**src/inc/urxb_pkg.sv**
```systemverilog
// Constants for the receive buffer and status block of the serial port
package urxb_pkg;
    // Register offsets
    localparam int ADDR_W = 2;
    localparam logic [1:0] OFS_STAT_A = 2'h0;
    localparam logic [1:0] OFS_STAT_B = 2'h1;
    localparam logic [1:0] OFS_STAT_C = 2'h2;
    localparam logic [1:0] OFS_DATA = 2'h3;
    localparam int DATA_W = 8;
    // Status A fields
    localparam int A_RXDONE_BIT = 7;
    localparam int A_FERR_BIT = 4;
    localparam int A_OVR_BIT = 3;
    localparam int A_PERR_BIT = 2;
    // Control B fields
    localparam int B_RXIE_BIT = 7;
    localparam int B_RXON_BIT = 4;
    localparam int B_CSIZE2_BIT = 2;
    localparam int B_NINTH_RX_BIT = 1;
    localparam int B_NINTH_TX_BIT = 0;
    localparam logic [7:0] B_WR_MASK = 8'h95;
    localparam logic [7:0] B_RST = 8'h00;
    // Control C fields
    localparam int C_PAR_EN_BIT = 5;
    localparam int C_PAR_ODD_BIT = 4;
    localparam int C_STOP2_BIT = 3;
    localparam int C_CSIZE1_BIT = 2;
    localparam int C_CSIZE0_BIT = 1;
    localparam logic [7:0] C_WR_MASK = 8'h3e;
    localparam logic [7:0] C_RST = 8'h06;
    // Character size codes
    localparam logic [2:0] CSIZE_NINE = 3'h7;
    // Stored entry layout
    localparam int CHAR_W = 9;
    localparam int ENT_W = 12;
    localparam int E_OVR_BIT = 11;
    localparam int E_PERR_BIT = 10;
    localparam int E_FERR_BIT = 9;
    localparam int FIFO_DEPTH = 2;
endpackage

```
**src/rtl/urxb_fifo.sv**
```systemverilog
// Small receive FIFO holding characters with their status
`timescale 1ns/1ps
module urxb_fifo #(
    parameter int WIDTH = 12,
    parameter int DEPTH = 2
) (
    input wire logic mclk,
    input wire logic rst,
    input wire logic ce,
    input wire logic flush,
    input wire logic push,
    input wire logic [WIDTH-1:0] push_data,
    input wire logic pop,
    output logic [WIDTH-1:0] head,
    output logic full,
    output logic empty
);
    localparam int PW = (DEPTH > 1) ? $clog2(DEPTH) : 1;
    localparam int CW = $clog2(DEPTH + 1);
    localparam logic [CW-1:0] CNT_FULL = CW'(DEPTH);
    localparam logic [PW-1:0] PTR_LAST = PW'(DEPTH - 1);

    logic [WIDTH-1:0] mem_r [DEPTH];
    logic [PW-1:0] wp_r, wp_nxt, rp_r, rp_nxt;
    logic [CW-1:0] cnt_r, cnt_nxt;
    logic do_push, do_pop;

    ////////////////////////////////////////////////////////////////////
    // Pointer and count update; flush wins over everything
    always_comb begin
        do_push = push && !full;
        do_pop = pop && !empty;
        wp_nxt = wp_r;
        rp_nxt = rp_r;
        cnt_nxt = cnt_r;
        if (flush) begin
            wp_nxt = '0;
            rp_nxt = '0;
            cnt_nxt = '0;
        end else begin
            if (do_push) begin
                wp_nxt = (wp_r == PTR_LAST) ? '0 : wp_r + 1'b1;
            end
            if (do_pop) begin
                rp_nxt = (rp_r == PTR_LAST) ? '0 : rp_r + 1'b1;
            end
            if (do_push && !do_pop) begin
                cnt_nxt = cnt_r + 1'b1;
            end else if (do_pop && !do_push) begin
                cnt_nxt = cnt_r - 1'b1;
            end
        end
    end

    always_ff @(posedge mclk) begin
        if (rst) begin
            wp_r <= '0;
            rp_r <= '0;
            cnt_r <= '0;
        end else if (ce) begin
            wp_r <= wp_nxt;
            rp_r <= rp_nxt;
            cnt_r <= cnt_nxt;
        end
    end

    // Storage, one slot per entry
    for (genvar i = 0; i < DEPTH; i++) begin : g_slot
        always_ff @(posedge mclk) begin
            if (ce && do_push && !flush && wp_r == PW'(i)) begin
                mem_r[i] <= push_data;
            end
        end
    end

    assign head = mem_r[rp_r];
    assign full = (cnt_r == CNT_FULL);
    assign empty = (cnt_r == '0);
endmodule // urxb_fifo

```
**src/rtl/urxb_top.sv**
```systemverilog
// Receive buffer, status flags and parity check of the serial port
//
// Local design decisions: strobed register access and the register offsets.
`timescale 1ns/1ps

// Contract
// - Reading the data register advances the FIFO to the next character.
// - Receive-complete flag is one exactly while unread characters are stored.
// - Clearing receiver enable flushes the buffer, dropping receive-complete to zero.
// - Interrupt is requested while receive-complete and its enable are both set.
// - Error flags travel with their character; software reads status before data.
// - Software writes never change error flags; software writes them as zero.
// - Frame, overrun and parity errors raise no interrupt.
// - Frame error is zero for a high first stop bit, one for low.
// - Only the first stop bit is checked, whatever the stop-bit setting.
// - Overrun when buffer full, shift register waiting and new start detected.
// - Overrun state clears when a frame moves from shift register to buffer.
// - Parity error reads zero while parity checking is disabled.
// - Upper parity mode bit enables checking; lower bit picks odd or even.
// - Parity is checked over data bits at reception and stored with character.
// - Disable acts at once: frame in progress dropped, pin released, buffer lost.
// - Unused upper data bits read as zero for sizes below eight.
// - A frame enters the buffer at its first stop bit; second ignored.
module urxb_top #(
    parameter int DEPTH = urxb_pkg::FIFO_DEPTH
) (
    input wire logic mclk,
    input wire logic rst,
    input wire logic ce,
    input wire logic [urxb_pkg::ADDR_W-1:0] reg_addr,
    input wire logic [urxb_pkg::DATA_W-1:0] reg_wdata,
    input wire logic reg_wr,
    input wire logic reg_rd,
    output logic [urxb_pkg::DATA_W-1:0] reg_rdata,
    input wire logic frame_valid,
    input wire logic [urxb_pkg::CHAR_W-1:0] frame_data,
    input wire logic frame_stop_bit,
    input wire logic frame_parity_bit,
    input wire logic start_detect,
    output logic rx_enable,
    output logic rx_irq,
    output logic tx_ninth_bit,
    output logic [2:0] char_size_sel,
    output logic [1:0] parity_mode_sel,
    output logic stop_bit_count_sel
);
    ////////////////////////////////////////////////////////////////////
    // Declarations
    // Control registers, read answer and request
    logic [7:0] ctrl_b_r, ctrl_b_nxt;
    logic [7:0] ctrl_c_r, ctrl_c_nxt;
    logic [7:0] rdata_r, rdata_nxt;
    logic irq_r, irq_nxt;
    // Hold stage for a frame that found the buffer full
    logic pend_r, pend_nxt;
    logic [urxb_pkg::ENT_W-1:0] pend_ent_r, pend_ent_nxt;
    logic ovr_r, ovr_nxt;
    // Format decode and entry build
    logic [2:0] csize;
    logic [urxb_pkg::CHAR_W-1:0] char_mask;
    logic par_exp, par_err;
    logic [urxb_pkg::ENT_W-1:0] frame_ent;
    logic rx_on, fv;
    // FIFO handshake and register decode
    logic fifo_push, fifo_pop, fifo_full, fifo_empty, flush;
    logic [urxb_pkg::ENT_W-1:0] fifo_in, head;
    logic rd_data, wr_b, wr_c;
    logic has_data;

    ////////////////////////////////////////////////////////////////////
    // Frame format decode
    // Size code is split over both control registers; codes 4 to 6 are
    // reserved and behave as their low two bits
    assign csize = {ctrl_b_r[urxb_pkg::B_CSIZE2_BIT],
                    ctrl_c_r[urxb_pkg::C_CSIZE1_BIT:urxb_pkg::C_CSIZE0_BIT]};
    assign rx_on = ctrl_b_r[urxb_pkg::B_RXON_BIT];

    // Data mask for short characters
    // Sizes 5 to 8 keep that many low bits; nine-bit mode keeps all nine,
    // so the unused upper bits never reach the buffer or the read port
    always_comb begin
        if (csize == urxb_pkg::CSIZE_NINE) begin
            char_mask = 9'h1ff;
        end else begin
            char_mask = {1'b0, 8'hff >> (2'h3 - csize[1:0])};
        end
    end

    ////////////////////////////////////////////////////////////////////
    // Parity check and entry build at frame arrival
    // The verdict is taken with the format in force at arrival, so a later
    // change of the parity mode cannot rewrite an entry already stored;
    // the read side still hides it while checking is off.
    // Only the first stop bit is looked at, whatever the stop-bit setting.
    always_comb begin
        par_exp = (^(frame_data & char_mask)) ^ ctrl_c_r[urxb_pkg::C_PAR_ODD_BIT];
        par_err = ctrl_c_r[urxb_pkg::C_PAR_EN_BIT] && (par_exp != frame_parity_bit);
        frame_ent = '0;
        frame_ent[urxb_pkg::CHAR_W-1:0] = frame_data & char_mask;
        frame_ent[urxb_pkg::E_PERR_BIT] = par_err;
        frame_ent[urxb_pkg::E_FERR_BIT] = ~frame_stop_bit;
    end

    // Frames only count while the receiver is on
    // A frame landing on the edge that drops the enable is swept out by the
    // flush one edge later
    assign fv = frame_valid && rx_on;
    assign flush = !rx_on;

    ////////////////////////////////////////////////////////////////////
    // Shift register hold stage and overrun tracking
    // The stage stands in for the receive shift register: a frame that finds
    // both slots taken waits here and a newer frame replaces it. A start bit
    // seen while it waits marks the loss; the mark rides in with the held
    // frame and is cleared by that move.
    always_comb begin
        // Held frame goes first so arrival order is kept
        fifo_push = !fifo_full && (pend_r || fv);
        fifo_in = pend_r ? pend_ent_r : frame_ent;
        fifo_in[urxb_pkg::E_OVR_BIT] = pend_r ? ovr_r : 1'b0;
        pend_nxt = pend_r && fifo_full;
        pend_ent_nxt = pend_ent_r;
        ovr_nxt = ovr_r;
        if (fv) begin
            // Newest frame sits in the shift register until a slot frees
            pend_ent_nxt = frame_ent;
            pend_nxt = pend_r || fifo_full;
        end
        if (pend_r && !fifo_full) begin
            ovr_nxt = 1'b0;
        end
        // Loss: both slots full, one waiting, another starting
        if (start_detect && rx_on && pend_r && fifo_full) begin
            ovr_nxt = 1'b1;
        end
        // Switching off drops the waiting frame and its mark
        if (flush) begin
            pend_nxt = 1'b0;
            ovr_nxt = 1'b0;
        end
    end

    // Hold stage registers
    always_ff @(posedge mclk) begin
        if (rst) begin
            pend_r <= 1'b0;
            pend_ent_r <= '0;
            ovr_r <= 1'b0;
        end else if (ce) begin
            pend_r <= pend_nxt;
            pend_ent_r <= pend_ent_nxt;
            ovr_r <= ovr_nxt;
        end
    end

    ////////////////////////////////////////////////////////////////////
    // Receive FIFO with status stored beside each character
    // Each entry: character in the low nine bits, then frame, parity and
    // overrun marks; the flush empties it in one edge while the receiver
    // is off
    urxb_fifo #(
        .WIDTH(urxb_pkg::ENT_W),
        .DEPTH(DEPTH)
    ) u_fifo (
        .mclk(mclk),
        .rst(rst),
        .ce(ce),
        .flush(flush),
        .push(fifo_push),
        .push_data(fifo_in),
        .pop(fifo_pop),
        .head(head),
        .full(fifo_full),
        .empty(fifo_empty)
    );

    ////////////////////////////////////////////////////////////////////
    // Buffer contents as software sees them
    // The flush lands one edge after the enable drops; gating here keeps the
    // complete flag and the status bits low in that gap cycle and drops the request at its end,
    // so nothing stale is shown or requested once the receiver is off.
    assign has_data = !fifo_empty && rx_on;

    ////////////////////////////////////////////////////////////////////
    // Register access decode
    // Status A and the data offset take no writes: a write there does
    // nothing, which keeps the error flags out of software's reach.
    // Both strobes at once never happen; if they do, both act and the read returns the value from before the write.
    always_comb begin
        rd_data = 1'b0;
        wr_b = 1'b0;
        wr_c = 1'b0;
        if (reg_addr == urxb_pkg::OFS_DATA) begin
            rd_data = reg_rd;
        end else if (reg_addr == urxb_pkg::OFS_STAT_B) begin
            wr_b = reg_wr;
        end else if (reg_addr == urxb_pkg::OFS_STAT_C) begin
            wr_c = reg_wr;
        end
    end

    // Data read pops only when something is stored
    assign fifo_pop = rd_data && has_data;

    ////////////////////////////////////////////////////////////////////
    // Control registers; status A writes are dropped
    // Read-only and reserved bits are masked on write; reserved ones read zero, the ninth receive bit reads from the head entry
    always_comb begin
        ctrl_b_nxt = ctrl_b_r;
        ctrl_c_nxt = ctrl_c_r;
        if (wr_b) begin
            ctrl_b_nxt = reg_wdata & urxb_pkg::B_WR_MASK;
        end
        if (wr_c) begin
            ctrl_c_nxt = reg_wdata & urxb_pkg::C_WR_MASK;
        end
        // Error flags live only in the FIFO and the hold stage, so no write reaches them
    end

    // Reset acts whatever the clock enable; otherwise state moves with it
    always_ff @(posedge mclk) begin
        if (rst) begin
            ctrl_b_r <= urxb_pkg::B_RST;
            ctrl_c_r <= urxb_pkg::C_RST;
        end else if (ce) begin
            ctrl_b_r <= ctrl_b_nxt;
            ctrl_c_r <= ctrl_c_nxt;
        end
    end

    ////////////////////////////////////////////////////////////////////
    // Read data, valid in the cycle after the strobe
    // Status, ninth bit and data all come from the head entry, so a data
    // read moves every one of them on to the next character at once.
    // Outside the answer cycle the port reads zero.
    always_comb begin
        rdata_nxt = '0;
        if (reg_rd) begin
            if (reg_addr == urxb_pkg::OFS_STAT_A) begin
                rdata_nxt[urxb_pkg::A_RXDONE_BIT] = has_data;
                rdata_nxt[urxb_pkg::A_FERR_BIT] =
                    has_data && head[urxb_pkg::E_FERR_BIT];
                rdata_nxt[urxb_pkg::A_OVR_BIT] =
                    has_data && head[urxb_pkg::E_OVR_BIT];
                rdata_nxt[urxb_pkg::A_PERR_BIT] = has_data &&
                    head[urxb_pkg::E_PERR_BIT] &&
                    ctrl_c_r[urxb_pkg::C_PAR_EN_BIT];
            end else if (reg_addr == urxb_pkg::OFS_STAT_B) begin
                rdata_nxt = ctrl_b_r;
                rdata_nxt[urxb_pkg::B_NINTH_RX_BIT] = has_data && head[8];
            end else if (reg_addr == urxb_pkg::OFS_STAT_C) begin
                rdata_nxt = ctrl_c_r;
            end else begin
                // Empty buffer reads as zero
                if (has_data) begin
                    rdata_nxt = head[7:0] & char_mask[7:0];
                end
            end
        end
    end

    ////////////////////////////////////////////////////////////////////
    // Receive-complete interrupt, level while data remains
    // Global masking sits outside; the request stays high until the buffer
    // is read empty, its enable is cleared or the receiver is switched off
    always_comb begin
        irq_nxt = ctrl_b_r[urxb_pkg::B_RXIE_BIT] && has_data;
        // Error flags deliberately feed no request
    end

    // Answer and request registers
    always_ff @(posedge mclk) begin
        if (rst) begin
            rdata_r <= '0;
            irq_r <= 1'b0;
        end else if (ce) begin
            rdata_r <= rdata_nxt;
            irq_r <= irq_nxt;
        end
    end

    ////////////////////////////////////////////////////////////////////
    // Outputs straight from registers
    // Format fields feed the recovery logic, which must drop any frame in
    // progress and release the input pin while the enable output is low;
    // the stop-bit setting is passed on but never used here
    assign reg_rdata = rdata_r;
    assign rx_irq = irq_r;
    assign rx_enable = ctrl_b_r[urxb_pkg::B_RXON_BIT];
    assign tx_ninth_bit = ctrl_b_r[urxb_pkg::B_NINTH_TX_BIT];
    assign char_size_sel = {ctrl_b_r[urxb_pkg::B_CSIZE2_BIT],
                            ctrl_c_r[urxb_pkg::C_CSIZE1_BIT:urxb_pkg::C_CSIZE0_BIT]};
    assign parity_mode_sel = ctrl_c_r[urxb_pkg::C_PAR_EN_BIT:urxb_pkg::C_PAR_ODD_BIT];
    assign stop_bit_count_sel = ctrl_c_r[urxb_pkg::C_STOP2_BIT];
endmodule // urxb_top

```
**config.mk**
```make
export PLATFORM = sky130hd
export DESIGN_NAME = urxb_top
export DESIGN_NICKNAME = d
export VERILOG_FILES = /design/src/inc/urxb_pkg.sv /design/src/rtl/urxb_fifo.sv /design/src/rtl/urxb_top.sv
export SDC_FILE = /design/constraint.sdc
export NUM_CORES = 1
export LEC_CHECK = 0
export ABC_AREA = 0
export BUFFER_PORTS_ARGS = -buffer_cell sky130_fd_sc_hd__buf_2
export CAP_MARGIN = 20
export CORE_ASPECT_RATIO = 0.9
export CORE_UTILIZATION = 40
export CTS_CLUSTER_DIAMETER = 120
export DETAILED_ROUTE_END_ITERATION = 16
export GPL_ROUTABILITY_DRIVEN = 1
export GPL_TIMING_DRIVEN = 0
export PLACE_DENSITY_LB_ADDON = 0.15
export SLEW_MARGIN = 20
export SYNTH_ARGS = -nofsm -noshare
export SYNTH_HDL_FRONTEND = slang
export SYNTH_SLANG_ARGS = --single-unit
```
**constraint.sdc**
```tcl
create_clock -name mclk -period 3.1 [get_ports mclk]
set_input_delay 0.62 -clock mclk [delete_from_list [all_inputs] [get_ports mclk]]
set_output_delay 0.62 -clock mclk [all_outputs]
set_load 0.02 [all_outputs]
```
# --- Word level (Yosys, flattened, before mapping) ---
# Memory sizes are Yosys's and may differ from the RTL's. A register that Yosys moved wholly into a read port is not among the register bits.
# Index checks and enable logic that the tools add are counted.
totals:
  register_bits: 35
  latch_bits: 0
  mem_bits_rw: 24
  romBits: 0
  in_bits: 28
  output_inout_bits: 17
  wordCells: 113
  memories: 1
mem_list:
  columns: ["memory", "words", "width", "rd", "rd_ports_with_merged_regs", "wr", "line_no", "rtl"]
  rows:
  - ["u_fifo.mem_r", 2, 12, 1, 1, 1, "urxb_fifo.sv:23", "logic [WIDTH-1:0] mem_r [DEPTH];"]
op_classes:
  add_sub_neg: 5
  multipliers: 0
  n_div: 0
  n_lt_le_gt_ge: 0
  eq_ne: 10
  shift: 1
  muxes: 40
  bitwise: 5
  n_reduce_logical: 41
ops:
  columns: ["operator", "n"]
  rows:
  - ["8-bit two-way mux", 4]
  - ["1-bit two-way mux", 27]
  - ["1-bit logical AND", 24]
  - ["2-bit AND reduction", 7]
  - ["12-bit two-way mux", 1]
  - ["12-bit OR reduction", 1]
  - ["11-bit two-way mux", 1]
  - ["2-bit two-way mux", 5]
  - ["9-bit bitwise AND", 1]
  - ["9-bit two-way mux", 1]
  - ["9-bit parity", 1]
  - ["8-bit bitwise AND", 1]
  - ["8-bit by 2-bit >> shifter with 8-bit output, first input constant", 1]
  - ["2-bit == test, second input constant", 3]
  - ["3-bit by 1-bit inequality test with 1-bit output, second input constant", 2]
  - ["1-bit zero test", 4]
  - ["2-bit zero test", 2]
  - ["2-bit by 1-bit inequality test with 1-bit output, second input constant", 2]
  - ["3-bit == test, second input constant", 1]
  - ["3-bit two-way mux", 1]
  - ["1-bit adder, second input constant", 2]
  - ["2-bit by 1-bit adder with 2-bit output, second input constant", 1]
  - ["2-bit by 1-bit == test with 1-bit output, second input constant", 1]
  - ["1-bit logical OR", 2]
  - ["5 further kinds", 6]

# --- Logic depth before layout (Yosys ltp) ---
depth:
  ltp_word: 11
  mapped_depth: 6

# --- Modules after synthesis ---
# From an unflattened synthesis, not the netlist that was laid out.
hier_totals:
  hier_cells: 290
  hier_area_um2: 2865.2
by_module_without_submodules:
  columns: ["mod", "instances", "cells_each", "area_each_um2", "seq_area_each_um2"]
  rows:
  - ["urxb_top", 1, 217, 1691.6, 620.6]
  - ["urxb_fifo", 1, 73, 1173.6, 820.8]

# --- Least setup slack after synthesis ---
# No wires, ideal clock.
synth_timing:
  kind: "register to register"
  from: "register ctrl_b_r[4]"
  to: "memory u_fifo.mem_r[1][0] (enable)"
  arrival_ns: 2.293
  required_time_ns: 2.683
  path_slack_ns: 0.390
  path_stages_with_launch: 5
  n_path_buf: 2
  path_cell_list: "dfxtp_1 -> clkbuf_1 -> buf_2 -> nand2_1 -> nor4b_1"
synth_via:
  elab_chain_len: 11
  elab_cells_between_ends: 15
  classes_between: "6 x mux; 9 x reduce/logical"
synth_rtl:
  columns: ["item", "line_no", "rtl"]
  rows:
  - ["start: declaration", "urxb_top.sv:50", "logic [7:0] ctrl_b_r, ctrl_b_nxt;"]
  - ["start signal: assignment", "urxb_top.sv:223", "ctrl_b_r <= urxb_pkg::B_RST;"]
  - ["start signal: assignment", "urxb_top.sv:226", "ctrl_b_r <= ctrl_b_nxt;"]
  - ["1-bit logical AND", "urxb_top.sv:107", "assign fv = frame_valid && rx_on;"]
  - ["1-bit logical OR", "urxb_top.sv:118", "fifo_push = !fifo_full && (pend_r || fv);"]
  - ["1-bit logical AND", "urxb_top.sv:118", null]
  - ["1-bit logical AND", "urxb_fifo.sv:31", "do_push = push && !full;"]
  - ["1-bit logical AND", "urxb_fifo.sv:70", "if (ce && do_push && !flush && wp_r == PW'(i)) begin"]
  - ["1-bit logical AND *", "urxb_fifo.sv:70", null]
  - ["1-bit logical AND", "urxb_fifo.sv:70", null]
  - ["1-bit two-way mux", "urxb_fifo.sv:70", null]
  - ["1-bit two-way mux (implied by the code)", "urxb_fifo.sv:71", "mem_r[i] <= push_data;"]
  - ["12-bit OR reduction (no line)", null, null]
  - ["1-bit two-way mux (no line)", null, null]
  - ["end: declaration", "urxb_fifo.sv:23", null]
# Mark *: on every way between the ends. The rest lies on a longest branch, timed or not.

# --- Final worst setup path ---
layout_timing:
  from: "register ctrl_b_r[4]"
  to: "memory u_fifo.mem_r[1][6] (enable)"
# Same word-level chain as after synthesis.

==> out/summary.md <==
Using the TritonRoute via totals, the vias-per-cell ratio works out to 5.160. Across the VDD grid, the largest voltage drop is 0.0003204 V. After synthesis the netlist holds a flip-flop and latch count of 60. Fraction of final layout cells sized beyond drive strength 1: 0.2463. The run finished with clean final reports.

In this run, post-CTS repair resized a total of 0 instances. Ranked by total cell area, the synthesized netlist is headed by sky130_fd_sc_hd__dfxtp_1, sky130_fd_sc_hd__edfxtp_1, sky130_fd_sc_hd__mux2i_1. The area of the die came out at 7391 um^2.

For the placer's final routability congestion estimate, the log shows 0.8316. The synthesized cell area came out at 2820 um^2. The fraction of synthesized cell area taken by the top area cell type was 0.2555. The number of failing hold endpoints at the final stage was 0. For the maximum clock insertion buffer count, the log shows 2. Post-CTS timing repair inserted 0 buffers for setup.

Summing all flip-flop and latch instances after layout gives 1441 um^2. For the worst-skew pair, the clock arrives at the later sink with an insertion delay of 0.33 ns. Among all flip-flop cells after synthesis, the most frequent one is sky130_fd_sc_hd__dfxtp_1.

The path class of the tightest hold or removal check is reg -> reg. TritonCTS built the clock tree. The count of pins over their slew limit is 0, and the total detailed-routing wirelength is 6654 um. The die height came out at 81.66 um. Initial core utilization: 0.4215. The clock sink count came out at 60.

Horizontal extent of the die: 90.51 um. The synthesized design spends more area on one cell type than any other, namely sky130_fd_sc_hd__dfxtp_1. Relative to the synthesized area, the layout overhead comes to 18.72%. The logs give 2.37 ns for the arrival time of the worst setup path and 0 for the total congestion overflow. The nature of the critical path startpoint is a flop. The worst register-to-register path has a setup slack of 0.76 ns. In this run, the number of DRC markers left after iteration 0 of detailed routing was 121. The H-tree level count is 3, and the register area share after synthesis is 0.5111. The residual DRC count is 0. STA classifies the critical path endpoint as a flop. By count the netlist is led by sky130_fd_sc_hd__dfxtp_1, sky130_fd_sc_hd__nand2_1, sky130_fd_sc_hd__a21oi_1. Final hold analysis gives a worst-case slack of 0.4530 ns. In the final routed layout, each cell accounts on average for 15.44 um. Final-report setup violation count: 0. Summing all multi-input logic gate instances after layout gives 1267 um^2. Data on the critical path is required at its endpoint by 3.13 ns. Excluding fillers, the count of instances in the completed layout stands at 431. The post-synthesis area per instance works out to 10.00 um^2. The synthesized design contains 24 enable-type register cells.

For this run, the number of Yosys warnings is 0. The tools report the start point of the critical path as ctrl_b_r[4]$_SDFFE_PP0P_. The tool flagged a number of max-cap violations equal to 0. Dividing total power by cell area gives a power density of 486.6 nW/um^2.

Actual transition at the worst max-transition pin: 0.8199 ns. Standard-cell row count: 28. Counting every instance in the synthesized netlist gives 282. Entering global routing, the biggest net connects 11 pins.

Summing over every cut layer, the via total after detailed routing is 2224. The total area inside the core boundary comes to 6691 um^2. Once detailed placement completed, the half-perimeter wirelength came to 4927 um. Ratio of final minimum period to clock period: 0.7556. Including well taps, the total number of placed cells is 415. For the number of routed nets with antenna violations, the log shows 0. For this design the top-level I/O count stands at 45.

When the netlist entered floorplanning its net count stood at 310. The startpoint of the tightest hold check path is pend_ent_r[0]$_SDFFE_PP0P_. The worst setup path is of the reg -> reg kind. The run gives 0.008297 ns as the post-route clock skew. The run gives 1.253 nW as the leakage dissipation. The first global-routing pass estimated 10510 um of wire. After layout, the minimum clock period comes to 2.342 ns. The logs give 0.1933 for the global-route usage over all layers and 0 for the number of buffers added to fix hold violations after cts. The critical register-to-register path startpoint was ctrl_b_r[4]$_SDFFE_PP0P_. The synthesized netlist contains 50 unique library cells. The count of TritonRoute iterations in the first routing pass is 5. The final standard cell utilization of the core was 0.5004; the number of antenna violations at the first check in global routing was 0. For this run, the top clock speed supported by timing is 426.9 MHz. The number of buffers added on ports is 40, and the number of buffers created by CTS is 9.

The number of antenna diodes in the final layout is 0. In the final design database the tool counted 364 nets. The tools report the fill cell total of the finished layout as 645. The largest fanout of any net on the critical path was 10; the clock-pin slew reported for the worst setup and hold paths after clock tree synthesis was 0.06 ns.

Most common cell in the synthesized netlist: sky130_fd_sc_hd__dfxtp_1. The run gives 0.4519 as the worst-case headroom to the max-slew limit. Setup repair after global routing left no endpoint under its margin.

The root buffer cell chosen for the clock tree is sky130_fd_sc_hd__clkbuf_8. The proportion of register bits with asynchronous set or reset after synthesis came out at 0. Via count of the first global-routing pass: 1969.
## layout by cell type (no fill, tap or decap), drive strengths merged, types with 2 or more instances in the layout
cell type,n
mux2,12
nand4,5
o2111ai,3
inv,5
o41ai,2
xnor2,8
dfxtp,36
and3,2
edfxtp,24
nor3,4
o21ai,15
a211oi,2
a211o,3
nand3,9
buf,54
nand3b,3
nand2,28
o211ai,2
nor2b,5
clkbuf,24
a21oi,27
nand2b,12
mux2i,15
nor2,22
## path summary, 6_finish.rpt
path / end / cells past startpoint
min reg2reg: pend_ent_r[0]$_SDFFE_PP0P_ / 2
max: u_fifo.mem_r[1][6]$_DFFE_PP_ / 5
max reg2reg: u_fifo.mem_r[1][6]$_DFFE_PP_ / 5
min: pend_ent_r[0]$_SDFFE_PP0P_ / 2
## state kept, by name (all words and copies together) (netlist names), named ones only
| signal | cells |
|---|---|
| reg_rdata | 8 |
| ovr_r | 1 |
| u_fifo.rp_r | 1 |
| pend_ent_r | 11 |
| rx_irq | 1 |
| pend_r | 1 |
| ctrl_c_r | 5 |
| ctrl_b_r | 4 |
| u_fifo.cnt_r | 2 |
| u_fifo.mem_r | 24 |
| u_fifo.wp_r | 1 |
## routing by layer
metal / vias up / global-route usage / routed length (um)
li1: 1122 / - / -
met1: 1047 / 0.2584 / 3186
met2: 49 / 0.3045 / 3065
met3: 6 / 0.05185 / 344
met4: 0 / 0.06613 / 59
met5: - / 0 / 0
## power breakdown
part | internal, W | switching, W | total (W) | leakage, nW
Combinational | 0.0000516 | 0.0000762 | 0.000128 | 0.647
Clock | 0.000393 | 0.000280 | 0.000674 | 0.0947
Sequential | 0.000824 | 0.00000384 | 0.000828 | 0.511
## critical path, cell delays in order, from the launching register on
cell	delay, ns
sky130_fd_sc_hd__dfxtp_1	0.32
sky130_fd_sc_hd__clkbuf_1	0.25
sky130_fd_sc_hd__buf_2	0.30
sky130_fd_sc_hd__nand2_1	0.13
sky130_fd_sc_hd__nor4b_2	0.70
sky130_fd_sc_hd__buf_2	0.34
## cell families (layout without fill, tap and decap cells)
family,count (synthesis),in the layout,synth area share
xor+xnor,9,9,0.02795
simple gates,96,96,0.1699
buf+inv,26,85,0.04393
compound gates,64,64,0.1460
flops,60,60,0.5111
mux,27,27,0.1012
## through the flow
| stage | power [W] | cell area [um^2] | TNS (ns) | setup slack, ns |
|---|---|---|---|---|
| after global routing | 0.001692 | 3348 | 0 | 0.5719 |
| final | 0.001629 | 3348 | 0 | 0.7577 |
| after detailed placement | 0.0009736 | 3161 | 0 | 0.5978 |
| after CTS | 0.001646 | 3348 | 0 | 0.7479 |
| after floorplan | 0.0009260 | 2820 | 0 | 0.3904 |
| after global placement | 0.0009721 | 3133 | -11.76 | -0.5449 |
## final cells by class
cell class,count,area share
multi-input combinational,196,0.3786
timing repair buffer,43,0.06427
tap,90,0.03363
buffer,21,0.03139
clock buffer,14,0.04559
sequential,60,0.4305
inverter,5,0.005605
clock inverter,2,0.01046
Power figures use the tool's default switching activity.
